**config.mk**
```make
export PLATFORM = sky130hd
export DESIGN_NAME = iat_ctrl
export DESIGN_NICKNAME = d
export VERILOG_FILES = /design/src/iat_pkg.sv /design/src/iat_ctrl.sv
export VERILOG_INCLUDE_DIRS = /design/src
export SDC_FILE = /design/constraint.sdc
export NUM_CORES = 1
export LEC_CHECK = 0
export CORE_ASPECT_RATIO = 0.8
export CORE_MARGIN = 1
export CORE_UTILIZATION = 55
export CTS_BUF_LIST = sky130_fd_sc_hd__clkbuf_4
export DETAILED_ROUTE_END_ITERATION = 10
export DONT_BUFFER_PORTS = 1
export MAX_ROUTING_LAYER = met4
export PLACE_DENSITY = 0.79
export SLEW_MARGIN = 20
export SYNTH_ARGS = -nofsm -noshare
export SYNTH_HDL_FRONTEND = slang
export SYNTH_SLANG_ARGS = --single-unit
```
**constraint.sdc**
```tcl
create_clock -name pclk -period 2.62 [get_ports pclk]
set_input_delay 0.524 -clock pclk [delete_from_list [all_inputs] [get_ports pclk]]
set_output_delay 0.524 -clock pclk [all_outputs]
set_load 0.03 [all_outputs]
```
**src/iat_consts.svh**
```systemverilog
// Named constants for the interrupt acknowledge and test input block.
// Assumes it is included by bare name into the design file and the bench.
`ifndef IAT_CONSTS_SVH
`define IAT_CONSTS_SVH

`define IAT_OFF_REQ        12'h000
`define IAT_OFF_MASK       12'h004
`define IAT_OFF_PRIO       12'h008
`define IAT_OFF_TREQ       12'h00c
`define IAT_OFF_TMASK      12'h010
`define IAT_OFF_STATUS     12'h014

`define IAT_RST_REQ        32'h0000_0000
`define IAT_RST_MASK       32'hffff_ffff
`define IAT_RST_PRIO       32'hffff_ffff
`define IAT_RST_TREQ       8'h00
`define IAT_RST_TMASK      8'hff
`define IAT_RST_IE         1'h0
`define IAT_RST_ISP        1'h1

`define IAT_PSW_IE_BIT     7
`define IAT_PSW_ISP_BIT    1
`define IAT_TST_WATCH_BIT  0
`define IAT_TST_KEY_BIT    1

`define IAT_ST_IE_BIT      0
`define IAT_ST_ISP_BIT     1
`define IAT_ST_NMIP_BIT    2
`define IAT_ST_NMIS_BIT    3
`define IAT_ST_BUSY_BIT    4

`define IAT_VEC_BREAK      16'h003e
`define IAT_VEC_NMI        16'h0004
`define IAT_VEC_MASK_BASE  16'h0006

`define IAT_CLK_NS         8
`define IAT_SVC_MIN_HI     7
`define IAT_SVC_MIN_LO     8
`define IAT_SEQ_PSW        5'h00
`define IAT_SEQ_PC         5'h01

`endif

```
**src/iat_pkg.sv**
```systemverilog
// Types shared by the interrupt acknowledge and test input block.
// Assumes nothing outside itself.
package iat_pkg;

  typedef enum logic [1:0] {
    IAT_SEQ_IDLE,
    IAT_SEQ_SAVE
  } iat_state_t;

  typedef enum logic [1:0] {
    IAT_KIND_NONE,
    IAT_KIND_NMI,
    IAT_KIND_MASK,
    IAT_KIND_BREAK
  } iat_kind_t;

endpackage

```
**src/iat_ctrl.sv**
```systemverilog
// Interrupt acknowledge controller with the two test inputs, APB register slave.
// Assumes the core sequencer pulses instr_done at each instruction boundary, holds off
// its next instruction while core_hold is high, and performs the stack pushes it is told.
//
// Function
// - Acknowledgeable: request set and mask clear.
// - Vector only with enable; block low under high.
// - Service start 7..32 or 8..33 clocks.
// - Divide delays acknowledge until it finishes.
// - High group first, then fixed default order.
// - Unaccepted requests stay pending until acceptable.
// - Maskable accept: push, clear enable, copy priority.
// - Interrupt return restores status word and counter.
// - Break: push, clear enable, vector 003EH.
// - Fixed order plus two-level programmable priority.
// - Service priority flag 0 high or non-maskable, 1 otherwise.
// - No nesting under non-maskable; maskable nesting gated.
// - Flag-altering instructions defer acknowledge one instruction.
// - During break only non-maskable accepted.
// - Request flags set regardless of priority.
// - Test event sets flag, releases standby, no vector.
// - Watch overflow and key edge set test flags.
// - Test request register resets to 00H, RW.
// - Test mask resets FFH, gates watch release.
// - Non-maskable accept clears enable and priority flags.
// - Repeated non-maskable requests collapse into one.
`timescale 1ns/1ps
`include "iat_consts.svh"

module iat_ctrl #(
  parameter int N_SRC = 8
) (
  input  wire logic              pclk,
  input  wire logic              presetn,
  input  wire logic              psel,
  input  wire logic              penable,
  input  wire logic              pwrite,
  input  wire logic [11:0]       paddr,
  input  wire logic [31:0]       pwdata,
  output logic      [31:0]       prdata,
  output logic                   pready,
  output logic                   pslverr,
  input  wire logic [N_SRC-1:0]  src_event,
  input  wire logic              nmi_event,
  input  wire logic              watch_overflow_test_input,
  input  wire logic              key_edge_test_input,
  input  wire logic              instr_done,
  input  wire logic              instr_reserve,
  input  wire logic              break_exec,
  input  wire logic              interrupt_return_exec,
  input  wire logic              psw_load,
  input  wire logic [7:0]        psw_load_data,
  output logic                   accept_enable_flag,
  output logic                   in_service_priority_flag,
  output logic                   core_hold,
  output logic                   push_psw,
  output logic                   push_pc,
  output logic                   vector_load,
  output logic      [15:0]       vector_addr,
  output logic                   standby_release
);

  localparam logic [4:0] SEQ_LAST_HI = 5'(`IAT_SVC_MIN_HI - 2);
  localparam logic [4:0] SEQ_LAST_LO = 5'(`IAT_SVC_MIN_LO - 2);
  localparam int         IDX_W       = (N_SRC > 1) ? $clog2(N_SRC) : 1;

  logic [N_SRC-1:0]  req_ff;
  logic [N_SRC-1:0]  mask_ff;
  logic [N_SRC-1:0]  prio_ff;
  logic [7:0]        treq_ff;
  logic [7:0]        tmask_ff;
  logic              ie_ff;
  logic              isp_ff;
  logic              nmi_pend_ff;
  logic              nmi_svc_ff;
  logic              arm_ff;
  iat_pkg::iat_state_t state_ff;
  iat_pkg::iat_kind_t  kind_ff;
  logic [4:0]        cnt_ff;
  logic [4:0]        last_ff;
  logic [15:0]       vec_ff;
  logic              push_psw_ff;
  logic              push_pc_ff;
  logic              vec_load_ff;
  logic [15:0]       vec_out_ff;
  logic              release_ff;
  logic [31:0]       rdata_ff;

  logic              apb_wr;
  logic              apb_rd;
  logic              hit_req;
  logic              hit_mask;
  logic              hit_prio;
  logic              hit_treq;
  logic              hit_tmask;
  logic              hit_status;
  logic              mapped;
  logic              ctrl_wr;
  logic [N_SRC-1:0]  pending;
  logic [N_SRC-1:0]  eligible;
  logic [N_SRC-1:0]  hi_group;
  logic              any_hi;
  logic [N_SRC-1:0]  pick_vec;
  logic [IDX_W-1:0]  pick_idx;
  logic              pick_lo;
  logic              boundary_ok;
  logic              take_nmi;
  logic              take_mask;
  logic              take_break;
  logic              take_any;
  logic [N_SRC-1:0]  ack_clr;
  logic [7:0]        status_bits;
  logic [31:0]       rd_mux;

  // Lowest index wins: it is the fixed default order inside a priority group.
  function automatic logic [IDX_W-1:0] first_set(input logic [N_SRC-1:0] v);
    logic [IDX_W-1:0] idx;
    idx = '0;
    for (int i = N_SRC - 1; i >= 0; i--)
    begin
      if (v[i])
      begin
        idx = IDX_W'(i);
      end
    end
    return idx;
  endfunction

  assign apb_wr     = psel & penable & pwrite;
  // Read data is captured in the setup phase, so prdata comes from a flop with no wait state.
  assign apb_rd     = psel & ~penable & ~pwrite;
  assign hit_req    = (paddr == `IAT_OFF_REQ);
  assign hit_mask   = (paddr == `IAT_OFF_MASK);
  assign hit_prio   = (paddr == `IAT_OFF_PRIO);
  assign hit_treq   = (paddr == `IAT_OFF_TREQ);
  assign hit_tmask  = (paddr == `IAT_OFF_TMASK);
  assign hit_status = (paddr == `IAT_OFF_STATUS);
  assign mapped     = hit_req | hit_mask | hit_prio | hit_treq | hit_tmask | hit_status;
  assign pready     = 1'b1;
  assign pslverr    = psel & penable & ~mapped;
  assign ctrl_wr    = apb_wr & (hit_req | hit_mask | hit_prio | hit_treq | hit_tmask);

  assign status_bits = {3'h0, (state_ff != iat_pkg::IAT_SEQ_IDLE), nmi_svc_ff,
                        nmi_pend_ff, isp_ff, ie_ff};

  always_comb
  begin
    rd_mux = 32'h0000_0000;
    if (apb_rd)
    begin
      if (hit_req)
      begin
        rd_mux[N_SRC-1:0] = req_ff;
      end
      else if (hit_mask)
      begin
        rd_mux[N_SRC-1:0] = mask_ff;
      end
      else if (hit_prio)
      begin
        rd_mux[N_SRC-1:0] = prio_ff;
      end
      else if (hit_treq)
      begin
        rd_mux[7:0] = treq_ff;
      end
      else if (hit_tmask)
      begin
        rd_mux[7:0] = tmask_ff;
      end
      else if (hit_status)
      begin
        rd_mux[7:0] = status_bits;
      end
    end
  end

  always_ff @(posedge pclk or negedge presetn)
  begin
    if (!presetn)
    begin
      rdata_ff <= 32'h0000_0000;
    end
    else
    begin
      rdata_ff <= rd_mux;
    end
  end

  // An instruction that touches the status word or interrupt registers blocks its own
  // boundary; the boundary after the next instruction is then open again.
  assign boundary_ok = instr_done & ~instr_reserve & ~arm_ff & ~ctrl_wr;

  assign pending  = req_ff & ~mask_ff;
  assign eligible = (ie_ff & ~nmi_svc_ff) ?
                    (pending & (~prio_ff | {N_SRC{isp_ff}})) : '0;
  assign hi_group = eligible & ~prio_ff;
  assign any_hi   = |hi_group;
  assign pick_vec = any_hi ? hi_group : eligible;
  assign pick_idx = first_set(pick_vec);
  assign pick_lo  = prio_ff[pick_idx];

  assign take_break = break_exec & (state_ff == iat_pkg::IAT_SEQ_IDLE);
  assign take_nmi   = ~take_break & boundary_ok & nmi_pend_ff & ~nmi_svc_ff &
                      (state_ff == iat_pkg::IAT_SEQ_IDLE);
  assign take_mask  = ~take_break & ~take_nmi & boundary_ok & (|eligible) &
                      (state_ff == iat_pkg::IAT_SEQ_IDLE);
  assign take_any   = take_break | take_nmi | take_mask;
  assign ack_clr    = take_mask ? (N_SRC'(1) << pick_idx) : '0;

  // A flag event in the same cycle as a clear keeps the flag set.
  always_ff @(posedge pclk or negedge presetn)
  begin
    if (!presetn)
    begin
      req_ff   <= N_SRC'(`IAT_RST_REQ);
      mask_ff  <= N_SRC'(`IAT_RST_MASK);
      prio_ff  <= N_SRC'(`IAT_RST_PRIO);
      treq_ff  <= `IAT_RST_TREQ;
      tmask_ff <= `IAT_RST_TMASK;
    end
    else
    begin
      req_ff <= ((apb_wr && hit_req) ? pwdata[N_SRC-1:0] : (req_ff & ~ack_clr))
                | src_event;
      if (apb_wr && hit_mask)
      begin
        mask_ff <= pwdata[N_SRC-1:0];
      end
      if (apb_wr && hit_prio)
      begin
        prio_ff <= pwdata[N_SRC-1:0];
      end
      treq_ff <= ((apb_wr && hit_treq) ? pwdata[7:0] : treq_ff)
                 | {6'h00, key_edge_test_input, watch_overflow_test_input};
      if (apb_wr && hit_tmask)
      begin
        tmask_ff <= pwdata[7:0];
      end
    end
  end

  // Release is a one-cycle pulse per unmasked test event; the test flags never vector.
  always_ff @(posedge pclk or negedge presetn)
  begin
    if (!presetn)
    begin
      release_ff <= 1'b0;
    end
    else
    begin
      release_ff <= (watch_overflow_test_input & ~tmask_ff[`IAT_TST_WATCH_BIT]) |
                    (key_edge_test_input & ~tmask_ff[`IAT_TST_KEY_BIT]);
    end
  end

  // Status word flags: acceptance has priority over a core load in the same cycle.
  always_ff @(posedge pclk or negedge presetn)
  begin
    if (!presetn)
    begin
      ie_ff  <= `IAT_RST_IE;
      isp_ff <= `IAT_RST_ISP;
    end
    else if (take_any)
    begin
      ie_ff <= 1'b0;
      if (take_nmi)
      begin
        isp_ff <= 1'b0;
      end
      else if (take_mask)
      begin
        isp_ff <= pick_lo;
      end
    end
    else if (psw_load)
    begin
      ie_ff  <= psw_load_data[`IAT_PSW_IE_BIT];
      isp_ff <= psw_load_data[`IAT_PSW_ISP_BIT];
    end
  end

  // Extra requests during non-maskable service fold into the single pending bit.
  always_ff @(posedge pclk or negedge presetn)
  begin
    if (!presetn)
    begin
      nmi_pend_ff <= 1'b0;
      nmi_svc_ff  <= 1'b0;
      arm_ff      <= 1'b0;
    end
    else
    begin
      nmi_pend_ff <= nmi_event | (nmi_pend_ff & ~take_nmi);
      nmi_svc_ff  <= take_nmi | (nmi_svc_ff & ~interrupt_return_exec);
      arm_ff      <= ctrl_wr | (arm_ff & ~instr_done);
    end
  end

  // The save sequence is sized so the vector loads a fixed number of clocks after acceptance,
  // one more for a low-priority maskable; the rest of the latency is the core reaching its boundary.
  always_ff @(posedge pclk or negedge presetn)
  begin
    if (!presetn)
    begin
      state_ff <= iat_pkg::IAT_SEQ_IDLE;
      kind_ff  <= iat_pkg::IAT_KIND_NONE;
      cnt_ff   <= 5'h00;
      last_ff  <= 5'h00;
      vec_ff   <= 16'h0000;
    end
    else
    begin
      case (state_ff)
        iat_pkg::IAT_SEQ_IDLE:
        begin
          cnt_ff <= 5'h00;
          if (take_any)
          begin
            state_ff <= iat_pkg::IAT_SEQ_SAVE;
            last_ff  <= (take_mask && pick_lo) ? SEQ_LAST_LO : SEQ_LAST_HI;
            if (take_break)
            begin
              kind_ff <= iat_pkg::IAT_KIND_BREAK;
              vec_ff  <= `IAT_VEC_BREAK;
            end
            else if (take_nmi)
            begin
              kind_ff <= iat_pkg::IAT_KIND_NMI;
              vec_ff  <= `IAT_VEC_NMI;
            end
            else
            begin
              kind_ff <= iat_pkg::IAT_KIND_MASK;
              vec_ff  <= `IAT_VEC_MASK_BASE + {15'h0000, 1'b0} + 16'({pick_idx, 1'b0});
            end
          end
        end
        iat_pkg::IAT_SEQ_SAVE:
        begin
          cnt_ff <= cnt_ff + 5'h01;
          if (cnt_ff == last_ff)
          begin
            state_ff <= iat_pkg::IAT_SEQ_IDLE;
            kind_ff  <= iat_pkg::IAT_KIND_NONE;
          end
        end
        default:
        begin
          state_ff <= iat_pkg::IAT_SEQ_IDLE;
        end
      endcase
    end
  end

  // Pushes come status word first, then program counter, then the vector load.
  always_ff @(posedge pclk or negedge presetn)
  begin
    if (!presetn)
    begin
      push_psw_ff <= 1'b0;
      push_pc_ff  <= 1'b0;
      vec_load_ff <= 1'b0;
      vec_out_ff  <= 16'h0000;
    end
    else
    begin
      push_psw_ff <= (state_ff == iat_pkg::IAT_SEQ_SAVE) && (cnt_ff == `IAT_SEQ_PSW);
      push_pc_ff  <= (state_ff == iat_pkg::IAT_SEQ_SAVE) && (cnt_ff == `IAT_SEQ_PC);
      vec_load_ff <= (state_ff == iat_pkg::IAT_SEQ_SAVE) && (cnt_ff == last_ff);
      if ((state_ff == iat_pkg::IAT_SEQ_SAVE) && (cnt_ff == last_ff))
      begin
        vec_out_ff <= vec_ff;
      end
    end
  end

  assign prdata                   = rdata_ff;
  assign accept_enable_flag       = ie_ff;
  assign in_service_priority_flag = isp_ff;
  assign core_hold                = (state_ff != iat_pkg::IAT_SEQ_IDLE) | take_any;
  assign push_psw                 = push_psw_ff;
  assign push_pc                  = push_pc_ff;
  assign vector_load              = vec_load_ff;
  assign vector_addr              = vec_out_ff;
  assign standby_release          = release_ff;

endmodule

```
# ---- After elaboration in Yosys (flattened, before gate mapping)
# Cells that the tools add are included.
dict set report totals {
  register_bits 101
  word_cells 149
}
dict set report op_classes {
  magnitude_cmp 1
  mux 35
  bitwise 59
  reduce_logical 20
  addsub 2
  eq_ne 11
  n_shift 1
}
# cell count
set ops {}
lappend ops {{$mux W8} 11}
lappend ops {{$and A8 B8 Y8} 4}
lappend ops {{$and A1 B1 Y1} 24}
lappend ops {{$eq A12 B4 Y1 const B} 2}
lappend ops {{$eq A12 B5 Y1 const B} 2}
lappend ops {{$mux W3} 8}
lappend ops {{$not A8 Y8} 3}
lappend ops {{$or A8 B8 Y8} 2}
lappend ops {{$reduce_or A8 Y1} 2}
lappend ops {{$not A1 Y1} 13}
lappend ops {{$eq A12 B3 Y1 const B} 1}
lappend ops {{$logic_not A12 Y1} 1}
lappend ops {{$or A1 B1 Y1} 12}
lappend ops {{$mux W5} 2}
lappend ops {{$pmux W5 S2} 1}
lappend ops {{$logic_and A1 B1 Y1} 9}
lappend ops {{$or A8 B2 Y8} 1}
lappend ops {{$shl A1 B3 Y8 const A} 1}
lappend ops {{$mux W1} 7}
lappend ops {{$mux W2} 3}
lappend ops {{$mux W6} 1}
lappend ops {{$reduce_and A2 Y1} 3}
lappend ops {{$reduce_bool A2 Y1} 3}
lappend ops {{$add A3 B4 Y5 const A} 1}
lappend ops {{11 further kinds} 12}

# ---- Longest topological paths before layout
dict set report logic_depth {
  ltp_word 22
  depth_mapped 12
  mapped_depth_nobuf 11
}

# ---- Least setup slack after synthesis
# Ideal clock, no wire load.
dict set report synth_path {
  path_kind {register to register}
  start {register ie_ff (netlist: accept_enable_flag)}
  end {register req_ff[4]}
  required_time_ns 2.496
  arrival_time_ns 2.547
  setup_slack_ns -0.051
  setup_time_ns 0.124
  path_stages_with_launch 13
  path_cell_list {dfrtp_1 > buf_6 > and4bb_4 > o2bb2ai_4 > or3_1 > a31oi_1 > or2_1 > a21oi_2 > inv_1 > ha_1 > nand2_1 > o211a_1 > a211o_1}
}
dict set report synth_via {
  elab_chain_len 19
}
# element line_no
set synth_lines {}
lappend synth_lines {{start: declaration} iat_ctrl.sv:72} ;# logic ie_ff;
lappend synth_lines {{start signal: assignment} iat_ctrl.sv:262} ;# ie_ff <= `IAT_RST_IE;
lappend synth_lines {{start signal: assignment} iat_ctrl.sv:279} ;# ie_ff <= psw_load_data[`IAT_PSW_IE_BIT];
lappend synth_lines {{$and A1 B1 Y1 (*)} iat_ctrl.sv:195} ;# assign eligible = (ie_ff & ~nmi_svc_ff) ?
lappend synth_lines {{$mux W8 (*)} iat_ctrl.sv:195}
lappend synth_lines {{$and A8 B8 Y8} iat_ctrl.sv:197} ;# assign hi_group = eligible & ~prio_ff;
lappend synth_lines {{$reduce_or A8 Y1} iat_ctrl.sv:198} ;# assign any_hi = |hi_group;
lappend synth_lines {{$mux W8} iat_ctrl.sv:199} ;# assign pick_vec = any_hi ? hi_group : eligible;
lappend synth_lines {{$mux W3 (8 in series)} iat_ctrl.sv:121} ;# if (v[i])
lappend synth_lines {{$shl A1 B3 Y8} iat_ctrl.sv:209} ;# assign ack_clr = take_mask ? (N_SRC'(1) << pick_idx) : '0;
lappend synth_lines {{$mux W8 (*)} iat_ctrl.sv:209}
lappend synth_lines {{$not A8 Y8 (*)} iat_ctrl.sv:224} ;# req_ff <= ((apb_wr && hit_req) ? pwdata[N_SRC-1:0] : (req_ff & ~ack_clr))
lappend synth_lines {{$and A8 B8 Y8 (*)} iat_ctrl.sv:224}
lappend synth_lines {{$mux W8 (*)} iat_ctrl.sv:224}
lappend synth_lines {{$or A8 B8 Y8 (*)} iat_ctrl.sv:225} ;# | src_event;
lappend synth_lines {{end signal: assignment} iat_ctrl.sv:216} ;# req_ff <= N_SRC'(`IAT_RST_REQ);
lappend synth_lines {{end signal: assignment} iat_ctrl.sv:224}
lappend synth_lines {{end: declaration} iat_ctrl.sv:67} ;# logic [N_SRC-1:0] req_ff;
# Mark *: on every way between the ends. The rest lies on a longest branch, timed or not.
# A chain may end at the register's enable or synchronous reset.

# ---- Worst setup path in the final report
dict set report layout_path {
  start {register mask_ff[5]}
  end {output core_hold}
}
dict set report layout_via {
  elab_chain_len 9
}
# element line_no
set layout_lines {}
lappend layout_lines {{start: declaration} iat_ctrl.sv:68} ;# logic [N_SRC-1:0] mask_ff;
lappend layout_lines {{start signal: assignment} iat_ctrl.sv:217} ;# mask_ff <= N_SRC'(`IAT_RST_MASK);
lappend layout_lines {{start signal: assignment} iat_ctrl.sv:228} ;# mask_ff <= pwdata[N_SRC-1:0];
lappend layout_lines {{$not A8 Y8} iat_ctrl.sv:194} ;# assign pending = req_ff & ~mask_ff;
lappend layout_lines {{$and A8 B8 Y8} iat_ctrl.sv:194}
lappend layout_lines {{$and A8 B8 Y8} iat_ctrl.sv:196} ;# (pending & (~prio_ff | {N_SRC{isp_ff}})) : '0;
lappend layout_lines {{$mux W8} iat_ctrl.sv:195}
lappend layout_lines {{$reduce_or A8 Y1} iat_ctrl.sv:206} ;# assign take_mask = ~take_break & ~take_nmi & boundary_ok & (|eligible) &
lappend layout_lines {{$and A1 B1 Y1 (2 in series)} iat_ctrl.sv:206}
lappend layout_lines {{$or A1 B1 Y1} iat_ctrl.sv:208} ;# assign take_any = take_break | take_nmi | take_mask;
lappend layout_lines {{$or A1 B1 Y1} iat_ctrl.sv:382} ;# assign core_hold = (state_ff != iat_pkg::IAT_SEQ_IDLE) | take_any;
lappend layout_lines {{end: declaration} iat_ctrl.sv:55} ;# output logic core_hold,
# No other way between the ends.

==> results by group <==
Run status
  • Outcome: finished, violations left
  • Failing checks: setup timing

STA
  • Final WS setup: -0.3216 ns
  • Unrepaired setup endpoints after global routing: true
  • Hold slack: about 0.18 ns
  • Worst Skew: ~0.017 ns
  • Slew HR: 0.5656
  • Fin crit share: 1.123
  • # setup viols final: 3
  • Worst-margin pin slew: roughly 0.65 ns
  • F_max: roughly 0.34 GHz
  • Min Clock Period, post-route: a little under 3 ns
  • Final Hold Vio Count: 0
  • Total Negative Setup Slacks: -0.5347 ns
  • Max-slew violations: 0

Critical path
  • Crit end category: output pin
  • Slowest cell on the critical path: dfstp_2
  • Register-to-Register Setup Slack: -0.17 ns
  • CP bufs+invs: 1
  • WS Path Type: flip-flop to output pin
  • Max stage delay on crit path: 0.55 ns
  • CP startpoint kind: flip-flop
  • Worst EP arrival: roughly 2.4 ns
  • Critical path peak fanout: 3
  • Critical path, cell by cell: and4bb_4 > buf_4 > o2bb2ai_2 > or4_4 > nand2_4 > nand2_2 > or2_4
  • CP top delay family: simple AND/OR/NAND/NOR gates
  • Worst Path Required: roughly 2.1 ns

CTS
  • Reg clk slew, reported paths: roughly 0.12 ns
  • H-tree Lvls: 3
  • Clock Sinks: 76
  • TritonCTS Buffers: 9
  • Clock tree buffer depth: 2
  • TritonCTS clock tree: built
  • Clk_lat worst skew: 0.43 ns
  • Clk root buf: clkbuf_4

GRT
  • Vias in the first global route: 3520
  • Initial antenna violation count: 0
  • Global-route wire length before repair: roughly 18000 µm
  • Largest net degree at the start of global routing: a little under 80
  • GRT Total Usage: 0.2729
  • GR Overflow Total: 0

Placement
  • Final HPWL DP: between 8000 and 9000 µm
  • RD Place Congestion: about 0.92
  • Port Buffers: 0
  • Placed cell count: 583

Cells and area
  • Commonest cells after routing, fill and taps aside: buf_4 (50), dfrtp_1 (49), nand2_1 (36), conb_1 (36), mux2_2 (33)
  • # diodes: 0
  • Layout cells sized above 1: 0.3571
  • Area grow syn2layout: 13.89%
  • Fin nets: 577
  • Commonest non-fill, non-tap cell in the layout: buf_4
  • Fin cells: between 600 and 700

Power
  • Clock power frac: 0.205
  • Switching power: between 1.5 and 2 mW
  • Share of total power in sequential cells: 0.400
  • Power Density: about 770 nW/µm²
  • Net Sw Frac: 0.3893
  • Cell-internal power: 2.435 mW
  • PnR Total Power: approximately 4 mW
  • Maximum vdd drop: slightly above 0.3 mV
  • Combinational cell fraction of total power: 0.395
  • Static Leak: around 2.3 nW

Detailed routing
  • Met1 Wirelength: 5178 µm
  • 1st-pass router iterations: 5
  • Routed wl met3: approximately 700 µm
  • Routed wire length: 11440 µm
  • Number of remaining DRC errors: 0
  • Via Count: 3619
  • Met2 routed WL: around 5300 µm
  • Average wire per cell in the routed design: 18.69 µm
  • Post-DRT Antenna Nets: 0
  • Highest metal used: met4
  • Drt via density: 5.913
  • DRT iter0 DRCs: 281

Synth
  • Mean Syn Cell Area: 10.15 µm²
  • Post-synth ARST share: 1.000
  • Number of synthesized register bits: 76
  • Main synth FF type: dfrtp_1
  • Cell Area, Synth: around 4600 µm²
  • Cells after Synth: 450
  • Cell variety after synth: 75
  • Seq/Total Area, Yosys: 0.4234
  • Number of flops mapped to enable cells by yosys: 0
  • Synth warn: 0

Hold path
  • Worst hold path class: primary input to flip-flop

Floorplanning
  • Core area: about 8000 µm²
  • Die X: approximately 100 µm
  • Starting density of the core: 0.5719
  • # IOs: 130
  • Site row count: 29
  • Total die area: 8672 µm²
  • Die height: between 80 and 90 µm

Run
  • Max_cap viols: 0
-- per-stage QoR --
step                      instance area (µm²)  setup WS [ns]  utilization
after floorplan                          4695       0.003277            -
after global placement                   4788        0.02463       0.5998
after detailed placement                 4788       -0.02487       0.5998
after CTS                                5027        -0.3261       0.6298
after global routing                     5200        -0.3841       0.6514
final                                    5200        -0.3216       0.6514
-- power groups by stage --
stage / sequential, mW / combinational (mW) / clock (mW)
finish: 1.59 / 1.58 / 0.819
global placement: 1.61 / 1.29 / 0
floorplan: 1.57 / 1.02 / 0
global route: 1.62 / 1.70 / 0.878
CTS: 1.60 / 1.37 / 0.835
detailed placement: 1.62 / 1.31 / 0
-- per-layer routing --
| metal | vias to the layer above | GRT usage |
|---|---|---|
| met2 | 140 | 0.4091 |
| met3 | 25 | 0.05621 |
| li1 | 1647 | - |
| met4 | 0 | 0.1039 |
| met5 | - | - |
| met1 | 1807 | 0.3664 |
-- cell families (layout without fill, tap and decap cells) --
group	after synthesis	in the layout	synth area share
other	2	36	0.001645
multiplexers	37	37	0.09016
flip-flops	76	76	0.4234
buffers and inverters	70	90	0.09454
AND/OR/NAND/NOR	147	147	0.1940
adder cells (fa/ha/maj)	5	5	0.01370
XOR/XNOR	6	6	0.01151
AO/OA/AOI/OAI	107	107	0.1710
-- final cells by class --
cell class | instances | area, µm²
clock inverter | 5 | 77.57
timing repair buffer | 56 | 454.2
tap | 108 | 135.1
sequential | 76 | 1936
multi-input combinational | 338 | 2447
clock buffer | 11 | 82.58
inverter | 18 | 67.56
fill | 646 | 2783
-- sequential cells by signal (all words and copies together) (netlist names) --
name / count
vector_load: 1
vector_addr: 5
in_service_priority_flag: 1
push_psw: 1
nmi_svc_ff: 1
state_ff: 1
mask_ff: 8
tmask_ff: 8
req_ff: 8
push_pc: 1
cnt_ff: 5
arm_ff: 1
last_ff: 3
prdata: 8
standby_release: 1
vec_ff: 5
accept_enable_flag: 1
treq_ff: 8
prio_ff: 8
nmi_pend_ff: 1
-- synth_stat cells, types with 3 or more instances --
cell type / count / area share
a211o_1: 3 / 0.0058
a21o_1: 3 / 0.0049
a21oi_1: 22 / 0.024
a22oi_1: 5 / 0.0082
a31oi_1: 3 / 0.0041
and2_1: 5 / 0.0069
and3_1: 5 / 0.0069
buf_2: 3 / 0.0033
buf_4: 38 / 0.062
buf_6: 3 / 0.0074
clkbuf_1: 7 / 0.0058
dfrtp_1: 51 / 0.28
dfstp_2: 25 / 0.14
ha_1: 5 / 0.014
inv_1: 15 / 0.012
inv_2: 3 / 0.0025
mux2_2: 33 / 0.081
mux2i_1: 4 / 0.0088
nand2_1: 39 / 0.032
nand2b_1: 5 / 0.0069
nand3_1: 12 / 0.013
nand4_1: 6 / 0.0082
nand4bb_1: 3 / 0.0074
nor2_1: 22 / 0.018
nor2b_1: 7 / 0.0096
nor3_1: 6 / 0.0066
nor3b_1: 3 / 0.0049
o211ai_1: 7 / 0.012
o21ai_0: 18 / 0.020
o21ai_1: 10 / 0.011
o22ai_1: 8 / 0.011
o2bb2ai_2: 3 / 0.0099
or3b_1: 4 / 0.0077
xor2_1: 4 / 0.0077
-- final timing paths --
check	from	to	cells after the start
setup / recovery	mask_ff[5]	core_hold	7
hold / removal	interrupt_return_exec	nmi_svc_ff	1
setup reg to reg	accept_enable_flag	req_ff[4]	13
hold reg to reg	vec_ff[2]	vector_addr[2]	2
max in group asynchronous	presetn	prio_ff[1]	2
min in group asynchronous	presetn	accept_enable_flag	2
-- repair_timing --
item	in CTS	in global routing
setup buffers	4	8
resized for setup	3	23
endpoints found under the hold margin	76	0
pin swaps	2	14
hold buffers	2	0
endpoints found under the setup margin	3	7
(Power assumes the default switching activity.)
